<file path="config.mk">
export PLATFORM = sky130hd
export DESIGN_NAME = dtf_task_file
export DESIGN_NICKNAME = d
export VERILOG_FILES = /design/src/core/dtf_pkg.sv /design/src/core/dtf_task_file.sv
export SDC_FILE = /design/constraint.sdc
export NUM_CORES = 1
export LEC_CHECK = 0
export BUFFER_PORTS_ARGS = -buffer_cell sky130_fd_sc_hd__clkbuf_2
export CORE_MARGIN = 4
export CORE_UTILIZATION = 50
export DETAILED_ROUTE_END_ITERATION = 8
export GPL_ROUTABILITY_DRIVEN = 0
export PLACE_DENSITY = 0.8
export SLEW_MARGIN = 30
export SYNTH_ARGS = -nofsm -noshare
export SYNTH_HDL_FRONTEND = slang
export SYNTH_SLANG_ARGS = --single-unit
</file>
<file path="constraint.sdc">
create_clock -name clk -period 5.7 [get_ports clk]
set_clock_uncertainty 0.15 [all_clocks]
set_input_delay 0.285 -clock clk [delete_from_list [all_inputs] [get_ports clk]]
set_output_delay 0.285 -clock clk [all_outputs]
set_load 0.02 [all_outputs]
</file>
<file path="src/core/dtf_pkg.sv">
package dtf_pkg;
   // Command block addresses (first select low, second high)
   localparam logic [2:0] DTF_A_DATA = 3'h0;
   localparam logic [2:0] DTF_A_ERR_FEAT = 3'h1;
   localparam logic [2:0] DTF_A_COUNT = 3'h2;
   localparam logic [2:0] DTF_A_LOW = 3'h3;
   localparam logic [2:0] DTF_A_MID = 3'h4;
   localparam logic [2:0] DTF_A_HIGH = 3'h5;
   localparam logic [2:0] DTF_A_UNIT = 3'h6;
   localparam logic [2:0] DTF_A_STAT_CMD = 3'h7;
   // Control block address (first select high, second low)
   localparam logic [2:0] DTF_A_CTRL = 3'h6;
   // Error report bits
   localparam int DTF_E_LINK = 7;
   localparam int DTF_E_MEDIA = 6;
   localparam int DTF_E_SECID = 4;
   localparam int DTF_E_REFUSED = 2;
   localparam int DTF_E_SMART = 0;
   localparam logic [7:0] DTF_E_MASK = 8'hd5;
   // Status bits
   localparam int DTF_S_OCC = 7;
   localparam int DTF_S_RDY = 6;
   localparam int DTF_S_WF = 5;
   localparam int DTF_S_SEEK = 4;
   localparam int DTF_S_XFER = 3;
   localparam int DTF_S_FIXED = 2;
   localparam int DTF_S_REV = 1;
   localparam int DTF_S_FAULT = 0;
   // Unit/head bits
   localparam int DTF_U_LBA = 6;
   localparam int DTF_U_UNIT = 4;
   // Device control bits
   localparam int DTF_C_UPPER = 7;
   localparam int DTF_C_SOFT_RESTART_BIT = 2;
   localparam int DTF_C_IDIS = 1;
   // Reset values
   localparam logic [7:0] DTF_REG_RST = 8'h00;
   localparam logic [7:0] DTF_DIAG_OK = 8'h01;
   // Host settle time after occupied clears
   localparam int DTF_SETTLE_NS = 400;
   localparam int DTF_CLK_NS = 10;
   localparam int DTF_SETTLE_CYC = (DTF_SETTLE_NS + DTF_CLK_NS - 1) / DTF_CLK_NS;
   // Sector count meaning of zero
   localparam logic [16:0] DTF_ZERO28 = 17'h00100;
   localparam logic [16:0] DTF_ZERO48 = 17'h10000;
endpackage : dtf_pkg

</file>
<file path="src/core/dtf_task_file.sv">
`timescale 1ns/1ns
// Function
// - Error report valid on fault; diagnostic after reset
// - Set command_refused on abort or bad code
// - Link check failure set, not multiword DMA
// - Media failure bit 6, sector id bit 4
// - Smart structure bit 0; bits 5,3,1 zero
// - Zero count means 256 or 65536
// - Count zero on success, remainder on failure
// - 28-bit address from low, mid, high
// - 48-bit address uses latest and previous
// - Sector-geometry sector, cylinder low and high
// - Head bits select head, carry address 27-24
// - Unit select bit 4, address mode bit 6
// - Status invalid while occupied, 400 ns settle
// - Status read acknowledges interrupt; copy does not
// - Revolution mark per turn, fixed bit one
// - Freeze seek, fault, ready after error
// - Ready clear from power-on until able
// - Occupied: command block reads return status
// - Command write starts execution
// - Upper view reads previous; writes clear it
// - Interrupt driven only selected and enabled
// - Soft restart bit holds device in reset
// - Chip select decode and shared addresses
// - Two-deep feature, count and address registers
module dtf_task_file
   import dtf_pkg::*;
(
   // Clock and reset
   input wire logic clk,
   input wire logic reset,
   // Host parallel bus
   input wire logic cs0_n,
   input wire logic cs1_n,
   input wire logic [2:0] addr,
   input wire logic rd_stb,
   input wire logic wr_stb,
   input wire logic [7:0] wdata,
   output logic [7:0] rdata,
   output logic rdata_oe,
   // Host interrupt pin
   output logic intrq,
   output logic intrq_oe,
   // Strap: this unit's number
   input wire logic unit_id,
   // Command engine side
   output logic cmd_start,
   output logic [7:0] cmd_code,
   output logic [7:0] feature_latest,
   output logic [7:0] feature_prev,
   output logic [47:0] lba48,
   output logic [27:0] lba28,
   output logic [7:0] chs_sector,
   output logic [15:0] chs_cylinder,
   output logic [3:0] head_select_bits,
   output logic lba_mode,
   output logic [16:0] count28,
   output logic [16:0] count48,
   output logic soft_reset_active,
   input wire logic diag_done,
   input wire logic [7:0] diag_code,
   input wire logic engine_ready,
   input wire logic engine_busy,
   input wire logic transfer_request_flag,
   input wire logic seek_done_in,
   input wire logic write_fault_in,
   input wire logic revolution_pulse,
   input wire logic cmd_done,
   input wire logic cmd_fail,
   input wire logic fail_refused,
   input wire logic fail_media,
   input wire logic fail_sector_id,
   input wire logic fail_link,
   input wire logic fail_multiword_dma,
   input wire logic fail_smart,
   input wire logic load_count,
   input wire logic [7:0] remaining_count,
   input wire logic load_head,
   input wire logic [3:0] current_head,
   input wire logic raise_irq
);

   logic cmd_sel, ctl_sel, dev_reset;
   logic rd_status, rd_copy, wr_cmd_block;
   logic [7:0] feat [2], count [2], low [2], mid [2], high [2];
   logic [7:0] unit_head, error_report, drive_control;
   logic fault, irq_pending, rev_mark, frozen;
   logic seek_done_flag, write_fault_flag, unit_ready_flag;
   logic occupied_flag;
   logic [7:0] drive_state;
   logic [7:0] stack_latest [5], stack_prev [5];
   logic [7:0] next_error;

   assign cmd_sel = !cs0_n && cs1_n;
   assign ctl_sel = cs0_n && !cs1_n;
   assign dev_reset = reset || drive_control[DTF_C_SOFT_RESTART_BIT];
   assign soft_reset_active = drive_control[DTF_C_SOFT_RESTART_BIT];
   assign rd_status = rd_stb && cmd_sel && addr == DTF_A_STAT_CMD;
   assign rd_copy = rd_stb && ctl_sel && addr == DTF_A_CTRL;
   // Data port is handled by the transfer path, so it never shifts the stacks
   assign wr_cmd_block = wr_stb && cmd_sel && addr != DTF_A_DATA;

   // Control register survives its own soft reset so the host can release it
   always_ff @(posedge clk) begin
      if (reset) begin
         drive_control <= DTF_REG_RST;
      end else if (wr_stb && ctl_sel && addr == DTF_A_CTRL) begin
         drive_control <= {wdata[7:1], 1'b0};
      end else if (wr_cmd_block) begin
         drive_control[DTF_C_UPPER] <= 1'b0;
      end
   end

   // Two-deep stacks, one per shifting register; entry g answers at address g + 1
   // Latest is always written regardless of upper view
   for (genvar g = 0; g < 5; g++) begin : g_stack
      // Count and low come up holding the diagnostic reset pattern
      localparam logic [7:0] START = (g == 1 || g == 2) ? DTF_DIAG_OK : DTF_REG_RST;
      localparam logic [2:0] SLOT = DTF_A_ERR_FEAT + 3'(g);
      logic push;
      logic [7:0] latest;
      logic [7:0] previous;

      // Writes while occupied are dropped, so a busy engine sees a steady address
      assign push = wr_cmd_block && !occupied_flag && addr == SLOT;

      // Engine rewrite of the count wins over a host write in the same cycle
      always_ff @(posedge clk) begin
         if (dev_reset) begin
            latest <= START;
         end else if (g == 1 && load_count) begin
            latest <= remaining_count;
         end else if (g == 1 && cmd_done && !cmd_fail) begin
            latest <= DTF_REG_RST;
         end else if (push) begin
            latest <= wdata;
         end
      end

      always_ff @(posedge clk) begin
         if (dev_reset) begin
            previous <= DTF_REG_RST;
         end else if (push) begin
            previous <= latest;
         end
      end

      assign stack_latest[g] = latest;
      assign stack_prev[g] = previous;
   end

   // Named views of the stacks for the read mux and the engine
   always_comb begin
      feat = '{stack_latest[0], stack_prev[0]};
      count = '{stack_latest[1], stack_prev[1]};
      low = '{stack_latest[2], stack_prev[2]};
      mid = '{stack_latest[3], stack_prev[3]};
      high = '{stack_latest[4], stack_prev[4]};
   end

   always_ff @(posedge clk) begin
      if (dev_reset) begin
         unit_head <= DTF_REG_RST;
      end else if (load_head) begin
         unit_head[3:0] <= current_head;
      end else if (wr_cmd_block && !occupied_flag && addr == DTF_A_UNIT) begin
         unit_head <= wdata;
      end
   end

   // Command write starts the engine in the next cycle
   always_ff @(posedge clk) begin
      if (dev_reset) begin
         cmd_start <= 1'b0;
      end else begin
         cmd_start <= wr_cmd_block && !occupied_flag && addr == DTF_A_STAT_CMD;
      end
   end

   // Code stays put while occupied, so the engine may read it at any time
   always_ff @(posedge clk) begin
      if (dev_reset) begin
         cmd_code <= DTF_REG_RST;
      end else if (wr_cmd_block && !occupied_flag && addr == DTF_A_STAT_CMD) begin
         cmd_code <= wdata;
      end
   end

   // Failure causes gathered apart from the flop; reserved bits stay low
   always_comb begin
      next_error = DTF_REG_RST;
      next_error[DTF_E_LINK] = fail_link && !fail_multiword_dma;
      next_error[DTF_E_MEDIA] = fail_media;
      next_error[DTF_E_SECID] = fail_sector_id;
      next_error[DTF_E_REFUSED] = fail_refused;
      next_error[DTF_E_SMART] = fail_smart;
   end

   // Error report: diagnostic code after reset, else failure causes
   always_ff @(posedge clk) begin
      if (dev_reset) begin
         error_report <= DTF_REG_RST;
      end else if (diag_done) begin
         error_report <= diag_code;
      end else if (cmd_start) begin
         error_report <= DTF_REG_RST;
      end else if (cmd_done && cmd_fail) begin
         error_report <= next_error;
      end
   end

   // Fault bit tells the host the report is meaningful
   always_ff @(posedge clk) begin
      if (dev_reset) begin
         fault <= 1'b0;
      end else if (diag_done || cmd_start) begin
         fault <= 1'b0;
      end else if (cmd_done && cmd_fail) begin
         fault <= 1'b1;
      end
   end

   // Freeze from error until host reads status; a new error wins over the read
   always_ff @(posedge clk) begin
      if (dev_reset) begin
         frozen <= 1'b0;
      end else if (cmd_done && cmd_fail) begin
         frozen <= 1'b1;
      end else if (rd_status) begin
         frozen <= 1'b0;
      end
   end

   // Seek, fault and ready follow the engine only while not frozen
   always_ff @(posedge clk) begin
      if (dev_reset) begin
         seek_done_flag <= 1'b0;
         write_fault_flag <= 1'b0;
         unit_ready_flag <= 1'b0;
      end else if (!frozen) begin
         seek_done_flag <= seek_done_in;
         write_fault_flag <= write_fault_in;
         unit_ready_flag <= engine_ready;
      end
   end

   // Revolution mark held until the next status read, so it is never missed
   always_ff @(posedge clk) begin
      if (dev_reset) begin
         rev_mark <= 1'b0;
      end else if (revolution_pulse) begin
         rev_mark <= 1'b1;
      end else if (rd_status) begin
         rev_mark <= 1'b0;
      end
   end

   // Pending interrupt: a new request wins over a simultaneous acknowledge
   always_ff @(posedge clk) begin
      if (dev_reset) begin
         irq_pending <= 1'b0;
      end else if (raise_irq) begin
         irq_pending <= 1'b1;
      end else if (rd_status) begin
         irq_pending <= 1'b0;
      end
   end

   // Occupied during reset and from command write until engine idle
   always_ff @(posedge clk) begin
      if (dev_reset) begin
         occupied_flag <= 1'b1;
      end else if (cmd_start) begin
         occupied_flag <= 1'b1;
      end else begin
         occupied_flag <= engine_busy;
      end
   end

   // Status view; alternate copy reads the same bits without side effects
   always_comb begin
      drive_state = DTF_REG_RST;
      drive_state[DTF_S_OCC] = occupied_flag;
      drive_state[DTF_S_RDY] = unit_ready_flag;
      drive_state[DTF_S_WF] = write_fault_flag;
      drive_state[DTF_S_SEEK] = seek_done_flag;
      drive_state[DTF_S_XFER] = transfer_request_flag;
      drive_state[DTF_S_FIXED] = 1'b1;
      drive_state[DTF_S_REV] = rev_mark;
      drive_state[DTF_S_FAULT] = fault;
   end

   // Read data: upper view selects previous entries
   always_ff @(posedge clk) begin
      if (reset) begin
         rdata <= DTF_REG_RST;
      end else if (rd_stb && cmd_sel && occupied_flag) begin
         rdata <= drive_state;
      end else if (rd_stb && cmd_sel) begin
         unique case (addr)
            DTF_A_ERR_FEAT: rdata <= drive_control[DTF_C_UPPER] ? feat[1] :
                                     (error_report & DTF_E_MASK);
            DTF_A_COUNT: rdata <= drive_control[DTF_C_UPPER] ? count[1] : count[0];
            DTF_A_LOW: rdata <= drive_control[DTF_C_UPPER] ? low[1] : low[0];
            DTF_A_MID: rdata <= drive_control[DTF_C_UPPER] ? mid[1] : mid[0];
            DTF_A_HIGH: rdata <= drive_control[DTF_C_UPPER] ? high[1] : high[0];
            DTF_A_UNIT: rdata <= unit_head;
            DTF_A_STAT_CMD: rdata <= drive_state;
            default: rdata <= DTF_REG_RST;
         endcase
      end else if (rd_copy) begin
         rdata <= drive_state;
      end
   end

   // Data lane enable tracks the read strobe; the data port itself is elsewhere
   always_comb begin
      rdata_oe = rd_stb && ((cmd_sel && addr != DTF_A_DATA) || (ctl_sel && addr == DTF_A_CTRL));
   end

   always_comb begin
      intrq = irq_pending;
      intrq_oe = (unit_head[DTF_U_UNIT] == unit_id) && !drive_control[DTF_C_IDIS];
   end

   // Address and count views for the command engine
   always_comb begin
      feature_latest = feat[0];
      feature_prev = feat[1];
      lba28 = {unit_head[3:0], high[0], mid[0], low[0]};
      lba48 = {high[1], mid[1], low[1], high[0], mid[0], low[0]};
      chs_sector = low[0];
      chs_cylinder = {high[0], mid[0]};
      head_select_bits = unit_head[3:0];
      lba_mode = unit_head[DTF_U_LBA];
      count28 = (count[0] == 8'h00) ? DTF_ZERO28 : {9'h000, count[0]};
      count48 = ({count[1], count[0]} == 16'h0000) ? DTF_ZERO48 :
                {1'b0, count[1], count[0]};
   end

endmodule : dtf_task_file

</file>
==> results.ini <==
[finish]
fin_util_pct = 62.56
drive_gt1_share_pct = 31.96
diodes = 0
area.growth.synth_to_final_pct = 22.61
layout_common_cells = clkbuf_2 (220), dfxtp_1 (120), mux2i_1 (101), nor2_1 (91), nand2_1 (66)
layout_commonest_cell = clkbuf_2
layout.nets = 896

[logic_synthesis]
synthFlopType = dfxtp_1
syn_area_mm2 = 0.006103
yosysUniqueCellTypes = 53
yosysSeqAreaShare_pct = 39.69
avgSynthCellArea_um2 = 8.633
synth-edff-count = 0
ys_ff_latch = 121
synthArstFlopShare_pct = 0
synth.area.top_cells = dfxtp_1 (40%), mux2i_1 (17%), buf_4 (8.2%)
ys_warn_count = 0
synth_top_area_share_pct = 39.69
post-synth-top-area-cell = dfxtp_1
syn_inst = 707

[detailed_routing]
ant_nets = 0
vias_per_cell = 5.569
vias = 5558
firstDrtPassIters = 5
drt-initial-drc-count = 488
postRouteWirelength_um = 18970
drc = 0
avgRoutedWirePerCell_um = 19.00

[clock_tree]
cts_setup_buffers = 0
cts.clk_slew.worst_paths_ps = 60
cts_root_buffer = clkbuf_16
clock_path_buffers = 2
clock-sinks = 121
cts_buffers = 17
cts-htree-levels = 4
cts_resized = 0
clock_latency_ps = 410
cts_tree = built

[critical_path]
cp_data_arrival_time_ps = 2650
cp_max_fo = 30
required_ps = 5820
critPathLaunchType = input port
max_stage_delay_ps = 930
cp_num_buf_inv = 1
crit_type = input port to flop
cp_slowest_cell = or4_1
r2r-start = drive_control[7]
setup.worst_path.end_class = flop
startpoint = addr[1]
crit_chain = clkbuf_2 -> nor3_1 -> nand3b_1 -> or4_1 -> mux2i_1 -> nor2_1
cp_top_family = simple AND/OR/NAND/NOR gates

[place]
dp_hpwl_um = 13220
io_buffer_count = 220
pre_cts_slack_ps = 2792

[power_and_ir_drop]
p_clk_share_pct = 51.7
swShare_pct = 23.16
seq_power_share_pct = 39.8
switchingPower_mw = 0.5126
p_total_mw = 2.213
comb_power_share_pct = 8.5
internal_power_mw = 1.701
power_density_mw_per_mm2 = 295.7
cellLeakagePower_nw = 3.377
vdd_ir_drop_max_v = 0.0002437

[outcome]
status = finished clean

[grt]
grt_max_degree = 65
grt-ovfl-total = 0
grt_first_pass_wirelength_um = 28990
antenna_found_initial = 0
grt_pass1_vias = 5168
grtUsageTotal_pct = 26.29

[floorplanning]
num_io_pins = 232
start_util_pct = 51.03
die_h_um = 118.5
fp-row-count = 40
die_width_um = 118.5
die_area_mm2 = 0.01404
core-area_mm2 = 0.01196

[sta]
finalCritPeriodShare_pct = 44.34
setup_viol_count_final = 0
fmax_mhz = 395.7
setup_tns_ps = 0
worstMarginPinSlew_ps = 923.9
period_minus_slack_ps = 2527
rsz0062_at_grt = false
setup_slack_ps = 3173
slew_viol_final = 0
max_slew_margin_pct = 38.40
finalHoldViolCount = 0

[worst_hold_path]
min_path_type = input port to flop
min_from = diag_code[7]

[run]
cap_violations = 0

==> worst min-delay path, delay by kind of cell <==
family / cells / cell delay (ps)
AOI/OAI and AO/OA: 2 / 220
buffers and inverters: 1 / 80
==> power by group through the flow <==
| stage | combinational [mW] | sequential, mW | clock [mW] |
|---|---|---|---|
| floorplan | 0.123 | 0.894 | 0 |
| global placement | 0.173 | 0.897 | 0 |
| detailed placement | 0.174 | 0.897 | 0 |
| CTS | 0.185 | 0.879 | 1.15 |
| global route | 0.201 | 0.881 | 1.20 |
| finish | 0.188 | 0.880 | 1.14 |
==> synthesized netlist by cell type, drive strengths merged, types with 5 or more instances <==
library cell,number
nand3b,9
clkbuf,56
a22oi,5
a221oi,7
nor2,92
nand3,6
buf,79
nor3,7
inv,12
nor3b,5
nor2b,9
mux2i,101
a21oi,37
a211oi,12
o22ai,7
o21ai,17
nand2,66
or4,5
nand2b,5
dfxtp,121
==> layout make-up <==
class / count / area [um^2]
fill: 1045 / 4478
multi-input combinational: 446 / 2892
sequential: 121 / 2424
timing repair buffer: 242 / 1311
clock buffer: 23 / 488.0
tap: 147 / 183.9
clock inverter: 7 / 140.1
inverter: 12 / 45.04
==> state kept, by name, indices dropped and copies added (netlist names), 3 cells and up <==
| signal | flops |
|---|---|
| error_report | 5 |
| g_stack.latest | 24 |
| rdata | 8 |
| feature_latest | 8 |
| chs_sector | 8 |
| cmd_code | 8 |
| unit_head | 8 |
| g_stack.previous | 32 |
| drive_control | 3 |
| feature_prev | 8 |
==> timing repair <==
action	in CTS	in global routing
setup endpoints to repair	0	0
endpoints found under the hold margin	18	0
hold buffers	18	0
==> cells by family after synthesis <==
family                    share of synthesized area (%)
AOI/OAI and AO/OA                                 12.14
xor gates and xnor gates                         0.1435
buffers and inverters                             13.57
DFF                                               39.69
muxes                                             17.30
other                                           0.06144
and+or+nand+nor                                   17.10
==> final timing paths <==
| check | cells after the start | slack (ps) | to |
|---|---|---|---|
| worst max-delay path | 6 | 3170 | g_stack[3].previous[7] |
| worst min-delay path | 3 | 70 | error_report[7] |
| worst max register to register | 6 | 3310 | rdata[2] |
| worst min register to register | 2 | 320 | feature_prev[6] |
==> metrics by stage <==
step                std cells  instance area (um^2)  hold slack [ps]
finish                    998                  7483            69.99
global route              998                  7483            76.30
CTS                       998                  7476            55.00
detailed placement        950                  6668            310.1
global placement          950                  6665            308.0
floorplan                 714                  6130            237.3
==> routing by layer <==
layer | part of all wire, % | wire length, um | vias to the layer above | GRT usage (%)
li1 | - | - | 2618 | -
met1 | 43 | 8068 | 2586 | 35.42
met2 | 46 | 8742 | 308 | 41.69
met3 | 8.4 | 1586 | 46 | 5.837
met4 | 3.0 | 568 | 0 | 8.979
met5 | 0 | 0 | - | 0
(Power assumes the default switching activity.)
